### config.mk
export PLATFORM = sky130hd
export DESIGN_NAME = mfc_codec
export DESIGN_NICKNAME = d
export VERILOG_FILES = /design/src/verilog/mfc_pkg.sv /design/src/verilog/mfc_crc16.sv /design/src/verilog/mfc_codec.sv
export SDC_FILE = /design/constraint.sdc
export NUM_CORES = 1
export LEC_CHECK = 0
export ABC_AREA = 1
export BUFFER_PORTS_ARGS = -buffer_cell sky130_fd_sc_hd__buf_4
export CAP_MARGIN = 15
export CORE_ASPECT_RATIO = 0.75
export CORE_MARGIN = 5
export CORE_UTILIZATION = 55
export DETAILED_ROUTE_END_ITERATION = 8
export PLACE_DENSITY = 0.76
export SYNTH_ARGS = -nofsm -noshare
export SYNTH_HDL_FRONTEND = slang
export SYNTH_SLANG_ARGS = --single-unit
### constraint.sdc
create_clock -name mclk -period 3.7 [get_ports mclk]
set_clock_uncertainty 0.15 [all_clocks]
set_input_delay 0.185 -clock mclk [delete_from_list [all_inputs] [get_ports mclk]]
set_output_delay 0.185 -clock mclk [all_outputs]
set_load 0.02 [all_outputs]
### src/verilog/mfc_pkg.sv
`default_nettype none
package mfc_pkg;

    // timing, in nanoseconds as specified, then in mclk cycles
    localparam int CLK_PERIOD_NS = 25;
    localparam int CELL_NS       = 2000;
    localparam int WINDOW_NS     = 1000;
    localparam int PULSE_NS      = 250;
    localparam int CELL_CYC      = CELL_NS / CLK_PERIOD_NS;
    localparam int WINDOW_CYC    = WINDOW_NS / CLK_PERIOD_NS;
    localparam int PULSE_CYC     = (PULSE_NS / CLK_PERIOD_NS < 1) ? 1 : PULSE_NS / CLK_PERIOD_NS;
    localparam int CNT_W         = 7;

    // byte layout on the serial line
    localparam int       BYTE_CELLS = 8;
    localparam logic [2:0] LAST_CELL = 3'h7;
    localparam logic [2:0] MARK_CELL = 3'h2;
    localparam int       MARK_BIT   = BYTE_CELLS - 1 - int'(MARK_CELL);
    localparam logic [7:0] FILL_BYTE = 8'h00;

    // address mark data patterns (arbitrary values): cell 1 data must be one and
    // cell 2 data zero, otherwise the cell 2 clock is an ordinary inserted clock
    // and the reader cannot tell the mark from plain data
    localparam logic [7:0] MARK_INDEX   = 8'h4c;
    localparam logic [7:0] MARK_ID      = 8'h4e;
    localparam logic [7:0] MARK_DATA    = 8'h4b;
    localparam logic [7:0] MARK_DELETED = 8'h48;

    // crc
    localparam logic [15:0] CRC_POLY = 16'h1021;
    localparam logic [15:0] CRC_INIT = 16'hffff;
    localparam logic [15:0] CRC_GOOD = 16'h0000;

    // writer sequencing, gray along idle -> data -> crc high -> crc low
    typedef enum logic [1:0] {
        W_IDLE   = 2'b00,
        W_DATA   = 2'b01,
        W_CRC_HI = 2'b11,
        W_CRC_LO = 2'b10
    } mfc_wstate_t;

    // one serial crc step, msb of the stream first
    function automatic logic [15:0] crc_bit(input logic [15:0] c, input logic d);
        logic fb;
        fb = c[15] ^ d;
        return {c[14:0], 1'b0} ^ (fb ? CRC_POLY : 16'h0000);
    endfunction

    // a whole byte, cell 0 first
    function automatic logic [15:0] crc_byte(input logic [15:0] c, input logic [7:0] b);
        logic [15:0] r;
        r = c;
        for (int i = BYTE_CELLS - 1; i >= 0; i--) begin
            r = crc_bit(r, b[i]);
        end
        return r;
    endfunction

    function automatic logic is_mark(input logic [7:0] b);
        return (b == MARK_INDEX) || (b == MARK_ID) || (b == MARK_DATA) || (b == MARK_DELETED);
    endfunction

endpackage
`default_nettype wire

### src/verilog/mfc_crc16.sv
`timescale 1ns/1ps
`default_nettype none
module mfc_crc16
    import mfc_pkg::*;
(
    input  wire logic        mclk,
    input  wire logic        reset,
    input  wire logic        init,
    input  wire logic [15:0] init_val,
    input  wire logic        shift,
    input  wire logic        din,
    output logic [15:0]      crc
);

    // init has priority so a field restart never mixes with the old remainder
    always_ff @(posedge mclk or posedge reset) begin
        if (reset) begin
            crc <= CRC_INIT;
        end else if (init) begin
            crc <= init_val;
        end else if (shift) begin
            crc <= crc_bit(crc, din);
        end
    end

endmodule
`default_nettype wire

### src/verilog/mfc_codec.sv
`timescale 1ns/1ps
`default_nettype none
module mfc_codec
    import mfc_pkg::*;
(
    input  wire logic       mclk,
    input  wire logic       reset,
    // byte side, write path
    input  wire logic       wr_en,
    input  wire logic       wr_valid,
    input  wire logic [7:0] wr_data,
    input  wire logic       wr_mark,
    input  wire logic       wr_last,
    output logic            wr_ready,
    // serial write line to the drive
    output logic            wr_pulse,
    // serial read line from the drive
    input  wire logic       rd_en,
    input  wire logic       rd_pulse,
    // byte side, read path
    output logic            rd_sync,
    output logic            rd_strobe,
    output logic [7:0]      rd_byte,
    output logic            rd_mark,
    output logic            rd_crc_err
);

    ////////////////////////////////////////////////////////////////////////////////
    // write path

    mfc_wstate_t      wstate;
    logic [CNT_W-1:0] wr_cnt;
    logic [2:0]       wr_cell;
    logic [7:0]       wr_sr;
    logic             wr_cur_mark;
    logic             wr_cur_last;
    logic             hold_mark;
    logic             hold_last;
    logic [7:0]       hold_data;
    logic             prev_d;
    logic             prev_c;
    logic             cur_c;
    logic [CNT_W-1:0] pulse_cnt;
    logic [15:0]      wcrc;
    logic             cell_d;
    logic             cell_c;
    logic             wr_cell_end;
    logic             wr_boundary;
    logic             fire;

    // data of the cell on the line is always the top of the shifter
    assign cell_d = wr_sr[7];
    // extra clock in cell 2 of a mark is what keeps marks apart from data
    assign cell_c = !cell_d && ((!prev_d && !prev_c) ||
                                (wr_cur_mark && wr_cell == MARK_CELL));
    assign wr_cell_end = wr_cnt == CNT_W'(CELL_CYC - 1);
    assign wr_boundary = wr_cell_end && wr_cell == LAST_CELL;
    // pulse starts at opening of clock window or of data window
    assign fire = (wr_cnt == '0 && cell_c) ||
                  (wr_cnt == CNT_W'(WINDOW_CYC) && cell_d);

    // cell timer and position within the byte
    always_ff @(posedge mclk or posedge reset) begin
        if (reset) begin
            wr_cnt  <= '0;
            wr_cell <= '0;
        end else if (!wr_en) begin
            wr_cnt  <= '0;
            wr_cell <= '0;
        end else if (wr_cell_end) begin
            wr_cnt  <= '0;
            wr_cell <= wr_cell + 3'h1;
        end else begin
            wr_cnt <= wr_cnt + CNT_W'(1);
        end
    end

    // clock history for the insertion rule
    always_ff @(posedge mclk or posedge reset) begin
        if (reset) begin
            prev_d <= 1'b0;
            prev_c <= 1'b0;
            cur_c  <= 1'b0;
        end else if (!wr_en) begin
            prev_d <= 1'b0;
            prev_c <= 1'b0;
            cur_c  <= 1'b0;
        end else if (wr_cnt == '0) begin
            cur_c <= cell_c;
        end else if (wr_cell_end) begin
            prev_d <= cell_d;
            prev_c <= cur_c;
        end
    end

    // one holding byte; the controller sees back-pressure through wr_ready
    always_ff @(posedge mclk or posedge reset) begin
        if (reset) begin
            wr_ready  <= 1'b1;
            hold_data <= FILL_BYTE;
            hold_mark <= 1'b0;
            hold_last <= 1'b0;
        end else if (wr_ready && wr_valid) begin
            wr_ready  <= 1'b0;
            hold_data <= wr_data;
            hold_mark <= wr_mark;
            hold_last <= wr_last;
        end else if (wr_boundary && !wr_ready && wr_en &&
                     wstate != W_CRC_HI && !(wstate == W_DATA && wr_cur_last)) begin
            wr_ready <= 1'b1;
        end
    end

    // byte sequencing: field bytes, then crc high, then crc low
    always_ff @(posedge mclk or posedge reset) begin
        if (reset) begin
            wstate      <= W_IDLE;
            wr_sr       <= FILL_BYTE;
            wr_cur_mark <= 1'b0;
            wr_cur_last <= 1'b0;
        end else if (!wr_en) begin
            wstate      <= W_IDLE;
            wr_sr       <= FILL_BYTE;
            wr_cur_mark <= 1'b0;
            wr_cur_last <= 1'b0;
        end else if (wr_boundary) begin
            wr_cur_mark <= 1'b0;
            wr_cur_last <= 1'b0;
            if (wstate == W_DATA && wr_cur_last) begin
                wstate <= W_CRC_HI;
                wr_sr  <= wcrc[15:8];
            end else if (wstate == W_CRC_HI) begin
                wstate <= W_CRC_LO;
                wr_sr  <= wcrc[7:0];
            end else if (!wr_ready) begin
                wstate      <= W_DATA;
                wr_sr       <= hold_data;
                wr_cur_mark <= hold_mark;
                wr_cur_last <= hold_last;
            end else begin
                // underrun: pad with fill cells, the field is closed
                wstate <= W_IDLE;
                wr_sr  <= FILL_BYTE;
            end
        end else if (wr_cell_end) begin
            wr_sr <= {wr_sr[6:0], 1'b0};
        end
    end

    // crc restarts on a mark and eats each field cell as it goes out
    mfc_crc16 u_wcrc (
        .mclk     (mclk),
        .reset    (reset),
        .init     (wr_boundary && wr_en && !wr_ready && hold_mark &&
                   wstate != W_CRC_HI && !(wstate == W_DATA && wr_cur_last)),
        .init_val (CRC_INIT),
        .shift    (wr_en && wstate == W_DATA && wr_cnt == '0),
        .din      (cell_d),
        .crc      (wcrc)
    );

    // fixed width pulse on the write line
    always_ff @(posedge mclk or posedge reset) begin
        if (reset) begin
            pulse_cnt <= '0;
            wr_pulse  <= 1'b0;
        end else if (!wr_en) begin
            pulse_cnt <= '0;
            wr_pulse  <= 1'b0;
        end else if (fire) begin
            pulse_cnt <= CNT_W'(PULSE_CYC - 1);
            wr_pulse  <= 1'b1;
        end else if (pulse_cnt != '0) begin
            pulse_cnt <= pulse_cnt - CNT_W'(1);
        end else begin
            wr_pulse <= 1'b0;
        end
    end

    ////////////////////////////////////////////////////////////////////////////////
    // read path

    logic [CNT_W-1:0] rd_cnt;
    logic             cap_c;
    logic             cap_d;
    logic [7:0]       clk_sr;
    logic [7:0]       dat_sr;
    logic [2:0]       rd_cell;
    logic             pend;
    logic             pend_mark;
    logic [7:0]       rd_hold;
    logic [15:0]      rcrc;
    logic             rd_cell_end;
    logic [7:0]       next_dat;
    logic [7:0]       next_clk;
    logic             mark_hit;

    assign rd_cell_end = rd_cnt == CNT_W'(CELL_CYC - 1);
    // cell end lies in the data window, so a pulse there counts as data
    assign next_dat = {dat_sr[6:0], cap_d | rd_pulse};
    assign next_clk = {clk_sr[6:0], cap_c};
    // clock in cell 2 where the insertion rule forbids it marks a byte start
    assign mark_hit = rd_cell_end && next_clk[MARK_BIT] && !next_dat[MARK_BIT] &&
                      (next_dat[MARK_BIT+1] || next_clk[MARK_BIT+1]) &&
                      is_mark(next_dat);

    // free running cell timer; no phase tracking, drift must stay inside a window
    always_ff @(posedge mclk or posedge reset) begin
        if (reset) begin
            rd_cnt <= '0;
        end else if (!rd_en || rd_cell_end) begin
            rd_cnt <= '0;
        end else begin
            rd_cnt <= rd_cnt + CNT_W'(1);
        end
    end

    // sort pulses into clock and data windows, gather both streams
    always_ff @(posedge mclk or posedge reset) begin
        if (reset) begin
            cap_c  <= 1'b0;
            cap_d  <= 1'b0;
            clk_sr <= '0;
            dat_sr <= '0;
        end else if (!rd_en) begin
            cap_c  <= 1'b0;
            cap_d  <= 1'b0;
            clk_sr <= '0;
            dat_sr <= '0;
        end else if (rd_cell_end) begin
            cap_c  <= 1'b0;
            cap_d  <= 1'b0;
            clk_sr <= next_clk;
            dat_sr <= next_dat;
        end else if (rd_pulse) begin
            if (rd_cnt < CNT_W'(WINDOW_CYC)) begin
                cap_c <= 1'b1;
            end else begin
                cap_d <= 1'b1;
            end
        end
    end

    // byte alignment; a fresh mark always realigns
    always_ff @(posedge mclk or posedge reset) begin
        if (reset) begin
            rd_sync   <= 1'b0;
            rd_cell   <= '0;
            pend      <= 1'b0;
            pend_mark <= 1'b0;
            rd_hold   <= '0;
        end else if (!rd_en) begin
            rd_sync   <= 1'b0;
            rd_cell   <= '0;
            pend      <= 1'b0;
            pend_mark <= 1'b0;
        end else if (mark_hit) begin
            rd_sync   <= 1'b1;
            rd_cell   <= '0;
            pend      <= 1'b1;
            pend_mark <= 1'b1;
            rd_hold   <= next_dat;
        end else if (rd_cell_end && rd_sync) begin
            rd_cell   <= rd_cell + 3'h1;
            pend      <= rd_cell == LAST_CELL;
            pend_mark <= 1'b0;
            rd_hold   <= next_dat;
        end else begin
            pend <= 1'b0;
        end
    end

    // mark already fully received, so seed the checker with the mark folded in
    mfc_crc16 u_rcrc (
        .mclk     (mclk),
        .reset    (reset),
        .init     (mark_hit),
        .init_val (crc_byte(CRC_INIT, next_dat)),
        .shift    (rd_cell_end && rd_sync && rd_en),
        .din      (next_dat[0]),
        .crc      (rcrc)
    );

    // delivery one cycle after the byte completes, once the remainder has settled
    always_ff @(posedge mclk or posedge reset) begin
        if (reset) begin
            rd_strobe  <= 1'b0;
            rd_byte    <= '0;
            rd_mark    <= 1'b0;
            rd_crc_err <= 1'b0;
        end else begin
            rd_strobe <= pend;
            if (pend) begin
                rd_byte    <= rd_hold;
                rd_mark    <= pend_mark;
                rd_crc_err <= rcrc != CRC_GOOD;
            end
        end
    end

endmodule
`default_nettype wire

==> impl_metrics.json, run 1 <==
{
  "synthArstFlopShare_pct": 100,
  "switching_power_uw": 771,
  "finalHoldViolations": 0,
  "grt_max_degree": 81,
  "port_buffers": 29,
  "syn_to_final_growth_pct": 18.1,
  "start_kind": "flop",
  "start_util_pct": 56.7,
  "critical_path.max_fanout": 29,
  "synth-edff-count": 0,
  "dp_cells": 835,
  "max_freq_mhz": 412,
  "vdd_drop_max_mv": 0.283,
  "setup_tns_ns": 0,
  "die_h_um": 99.8,
  "worstHoldStart": "rd_cnt[0]",
  "synth-seq-area-share_pct": 52.4,
  "synth_warnings": 0,
  "status": "finished, final reports clean",
  "seq_power_share_pct": 41.7,
  "p_clk_share_pct": 50.1,
  "crit-reg2reg-launch": "rd_cnt[0]",
  "drt-total-wl_mm": 13.2,
  "fin_crit_ns": 2.42,
  "drive_above_1_share_pct": 17.4,
  "synth_flop_cell": "dfrtp_1",
  "grt_pass1_wl_mm": 22.6,
  "crit_arrival_ns": 2.62,
  "clk_latency_ns": 0.41,
  "ys_seq_elements": 122,
  "maxCapViolations": 0,
  "internal_power_mw": 2.61,
  "cts-buffers-inserted": 17,
  "hpwl_mm": 8.76,
  "antenna_found_initial": 0,
  "worst-setup-path-type": "flop to flop",
  "num_io_pins": 30,
  "endpoint_kind": "flop",
  "fp.dieArea_sq_um": 12900,
  "rsz0062_at_grt": "no",
  "cts_tree": "built",
  "wl_per_cell_um": 15.0,
  "nNetsFinal": 759,
  "drc": 0,
  "cts.htree.levels": 4,
  "netlist_instances": 688,
  "overflow": 0,
  "antenna_cells": 0,
  "cts_root_buffer": "clkbuf_16",
  "required_ns": 3.90,
  "cp-startpoint": "rd_cnt[0]",
  "worst_slew_pin_slew_ns": 0.951,
  "finalSetupViolCount": 0,
  "rows": 32,
  "place_congestion": 0.896,
  "die_width_um": 130,
  "slew_viol_final": 0,
  "syn-num-nets": 714,
  "postCtsSetupRepairBufs": 0,
  "drtAntennaViolNets": 0,
  "min_period_over_period_pct": 65.5,
  "n_fill_cell": 803,
  "ys_types": 39,
  "grt_pass1_vias": 4716,
  "first_pass_iters": 5,
  "vias_per_cell": 5.46,
  "clock_sinks": 122,
  "synth_area_sq_um": 5910,
  "hold_path_class": "flop to flop",
  "clk_pin_slew_ns": 0.05,
  "via_count": 4819,
  "p_comb_share_pct": 8.2,
  "drt_iter0_drc": 348,
  "clock_path_buffers": 2,
  "core_sq_um": 10400,
  "p_leak_nw": 3.46,
  "avgSynthCellArea_sq_um": 8.59,
  "fin_cells": 882,
  "grt_use_total_pct": 21.9,
  "sw_frac_of_total_pct": 22.8,
  "maxSlewHeadroom_pct": 36.6,
  "power_density_nw_per_um2": 485
}
## layer usage
layer | share of wire [%] | track usage (%) | vias to the layer above
li1 | - | - | 2341
met1 | 47 | 31.5 | 2320
met2 | 46 | 32.8 | 136
met3 | 5.3 | 4.94 | 22
met4 | 1.4 | 7.35 | 0
met5 | 0 | 0 | -
## registers in the layout, summed over array words and instances (netlist names), 5 cells and up
signal and count:
u_rcrc.crc 16, u_wcrc.crc 16, hold_data 8, rd_byte 8, rd_hold 8, wr_sr 8
dat_sr 7, pulse_cnt 7, rd_cnt 7, wr_cnt 7, clk_sr 5
## final timing paths
| path | depth (start not counted) | endpoint | slack (ns) |
|---|---|---|---|
| min | 1 | rd_cnt[0] | 0.31 |
| max reg2reg | 7 | u_rcrc.crc[12] | 1.28 |
| min in group asynchronous | 3 | rd_byte[7] | 0.38 |
| max | 7 | u_rcrc.crc[12] | 1.28 |
| max in group asynchronous | 4 | rd_cnt[5] | 2.06 |
| min reg2reg | 1 | rd_cnt[0] | 0.31 |
## through the flow
| step | setup WS [ns] | power, mW | hold slack (ns) | util [%] | cell area, sq um |
|---|---|---|---|---|---|
| CTS | 1.29 | 3.40 | 0.317 | 67.0 | 6970 |
| global placement | 1.43 | 1.67 | 0.196 | 59.7 | 6210 |
| floorplan | 0.177 | 1.62 | 0.0980 | - | 5910 |
| finish | 1.28 | 3.38 | 0.314 | 67.0 | 6970 |
| detailed placement | 1.33 | 1.69 | 0.227 | 59.7 | 6210 |
| global route | 1.02 | 3.51 | 0.339 | 67.0 | 6970 |
## cells by family (layout without fill, tap and decap cells)
kind of cell	count (synthesis)	in the layout	synth area share, %
mux	17	17	3.24
buf+inv	105	163	7.18
flops	122	122	52.4
xor+xnor	11	11	1.63
fa+ha+maj	10	10	2.12
compound gates	72	72	6.67
simple gates	351	351	26.8
## layout make-up
| cell class | count | area, sq um | area share (%) |
|---|---|---|---|
| timing repair buffer | 48 | 398 | 5.71 |
| sequential | 122 | 3090 | 44.4 |
| clock buffer | 24 | 492 | 7.05 |
| tap | 136 | 170 | 2.44 |
| inverter | 83 | 314 | 4.50 |
| multi-input combinational | 461 | 2390 | 34.2 |
| clock inverter | 8 | 118 | 1.69 |
## critical path, cell delays in order (launching register included)
cell and delay (ns):
dfrtp_1 0.36, ha_1 0.24, nand3_4 0.14, nor3_4 0.32, nand2_1 0.58, nand2_2 0.35, nand3_1 0.13, nand2_1 0.08
## cell usage after synthesis, types with 2 or more instances
library cell	instances	area (sq um)
clkinv_1	4	15.0
nand4_1	12	75.1
or2_2	3	18.8
buf_2	8	40.0
nand3_1	93	465
xnor2_1	4	35.0
clkbuf_1	10	37.5
nand2_1	168	631
nor3_1	11	55.1
nor4_1	2	12.5
o31ai_1	3	22.5
ha_1	10	125
nor2_1	46	173
buf_6	2	22.5
nand2_2	4	25.0
xor2_1	7	61.3
a31oi_1	4	25.0
o21ai_0	41	205
a21oi_1	14	70.1
mux2_2	17	191
nor2_4	3	33.8
nand3_2	2	20.0
dfstp_2	33	867
o211ai_1	7	52.6
dfrtp_1	89	2230
inv_1	78	293
## cell usage in the layout (no fill, tap or decap), drive strengths merged, types with 13 or more instances in the layout
cell,count
inv,79
dfrtp,89
nand4,13
mux2,17
clkbuf,24
nor2,50
dlygate4sd3,15
nand2,172
buf,33
o21ai,42
nand3,96
dfstp,33
a21oi,14
## power groups by stage
| stage | combinational [mW] | clock (mW) | sequential (mW) |
|---|---|---|---|
| global route | 0.321 | 1.78 | 1.41 |
| global placement | 0.248 | 0 | 1.43 |
| CTS | 0.279 | 1.72 | 1.41 |
| finish | 0.278 | 1.69 | 1.41 |
| floorplan | 0.193 | 0 | 1.42 |
| detailed placement | 0.261 | 0 | 1.43 |
## timing repair
action / in CTS / in global routing
gates resized for setup: 0 / 0
hold buffers: 15 / 0
hold endpoints to repair: 78 / 0
No activity file was read; power rests on OpenSTA's default activity.
==> run 2: changes to the inputs <==
Settings changed: CORE_UTILIZATION 55 to 58.
Clock period 3.7 ns to 2.3 ns, I/O delays scaled along.
==> run 2 against run 1 <==
Effect of this change:
- sequential power increased by 61%
- register-to-register slack got worse by 1.0 ns
- cell count increased by 0.57%
- final area up 1.3%
- first-iteration DRC count increased by 18%
- core utilization increased by 5.0 points
- power up 63%
- sequential cell count did not move
- critical path type is now primary input to flop
- largest power group unchanged
- highest routed layer unchanged
==> impl_metrics.json, run 2 (synthesized netlist as in run 1, its figures left out) <==
{
  "grt_pass1_vias": 4713,
  "antenna_cells": 0,
  "drive_above_1_share_pct": 18.1,
  "rrSetupSlack_ns": 0.28,
  "reg.largest.list": "u_rcrc.crc x16, u_wcrc.crc x16",
  "wl_per_cell_um": 15.2,
  "hold_slack_ns": 0.115,
  "start_util_pct": 60.2,
  "final_common_cell": "nand2_1",
  "dp_slack_ns": 0.322,
  "drt_iter0_drc": 410,
  "maxCapViolations": 0,
  "fin_cells": 887,
  "fp.dieArea_sq_um": 12300,
  "final_cell_mix": "168 x nand2_1, 93 x nand3_1, 89 x dfrtp_1",
  "place_area_sq_um": 6290,
  "max_freq_mhz": 494,
  "start_kind": "primary input",
  "grt_use_total_pct": 22.6,
  "slew_viol_final": 0,
  "maxSlewHeadroom_pct": 54.9,
  "critical_path.max_fanout": 25,
  "drt-total-wl_mm": 13.5,
  "final_util_pct": 72.0,
  "postCtsSetupRepairBufs": 0,
  "cts_root_buffer": "clkbuf_16",
  "report.power.total_mw": 5.52,
  "hpwl_mm": 9.03,
  "grt_pass1_wl_mm": 22.6,
  "crit-reg2reg-launch": "rd_cnt[0]",
  "worst-setup-path-type": "primary input to flop",
  "drc": 0,
  "required_ns": 2.45,
  "r2r-end": "u_rcrc.crc[5]",
  "first_pass_iters": 5,
  "syn_to_final_growth_pct": 19.6,
  "antenna_found_initial": 0,
  "clock_sinks": 122,
  "hold_path_class": "primary input to async pin",
  "vdd_drop_max_mv": 0.579,
  "n_fill_cell": 736,
  "p_leak_nw": 3.51,
  "place_congestion": 0.900,
  "status": "finished, final reports clean",
  "cts_tree": "built",
  "port_buffers": 29,
  "worst_slew_pin_slew_ns": 0.677,
  "nNetsFinal": 768,
  "die_width_um": 127,
  "finalHoldViolations": 0,
  "design_area_sq_um": 7060,
  "overflow": 0,
  "die_h_um": 97.4,
  "rows": 31,
  "endpoint_kind": "flop",
  "via_count": 4918,
  "crit_arrival_ns": 2.18,
  "clock_path_buffers": 2,
  "vias_per_cell": 5.54,
  "reg2reg_depth": 8,
  "dp_cells": 840,
  "drtAntennaViolNets": 0,
  "power_density_nw_per_um2": 781,
  "cts-buffers-inserted": 17,
  "num_io_pins": 30,
  "core_sq_um": 9810,
  "rsz0062_at_grt": "no",
  "clk_latency_ns": 0.41,
  "grt_max_degree": 77,
  "fin_crit_ns": 2.02,
  "setup_ws_ns": 0.276,
  "setup_tns_ns": 0,
  "min_period_over_period_pct": 88.0,
  "clk_pin_slew_ns": 0.05,
  "cts.htree.levels": 4,
  "finalSetupViolCount": 0
}
-- run 2: report_power, final --
group | total (mW) | internal (mW) | leakage, nW | switching, mW
combinational | 0.453 | 0.175 | 1.65 | 0.278
sequential | 2.27 | 2.22 | 1.56 | 0.0480
clock | 2.80 | 1.90 | 0.301 | 0.904
total | 5.52 | 4.29 | 3.51 | 1.23
-- run 2: worst max path at each step --
stage	cells after the start	from	end
floorplan	1	reset	cap_c
global placement	8	rd_cnt[0]	u_rcrc.crc[11]
detailed placement	8	rd_cnt[0]	u_rcrc.crc[5]
CTS	8	rd_cnt[0]	u_rcrc.crc[1]
global route	8	rd_cnt[0]	u_rcrc.crc[5]
finish	8	wr_en	u_wcrc.crc[2]
-- run 2: repair_timing --
item                       4_1_cts  5_1_grt
hold buffers                    15        0
resized for setup                0        0
setup endpoints to repair        0        0
hold endpoints to repair       136        0
-- run 2: critical path, cell delays in order --
cell           delay, ns
dlygate4sd3_1       0.53
buf_4               0.22
inv_1               0.29
nor2_1              0.10
nand3_1             0.27
clkinv_1            0.32
nor2_1              0.21
o21ai_0             0.11
-- run 2: final cells by class --
type | instances | area [sq um] | area share (%)
inverter | 83 | 315 | 4.46
clock inverter | 7 | 138 | 1.95
multi-input combinational | 461 | 2390 | 33.8
tap | 132 | 165 | 2.34
clock buffer | 25 | 485 | 6.87
sequential | 122 | 3090 | 43.8
timing repair buffer | 57 | 478 | 6.77
-- run 2: per-layer routing --
metal  up-vias  global-route usage (%)  share of wire [%]
met4         0                    6.43                1.1
met3        19                    5.55                6.1
met2       165                    34.5                 46
li1       2353                       -                  -
met5         -                       0                  0
met1      2381                    32.2                 47
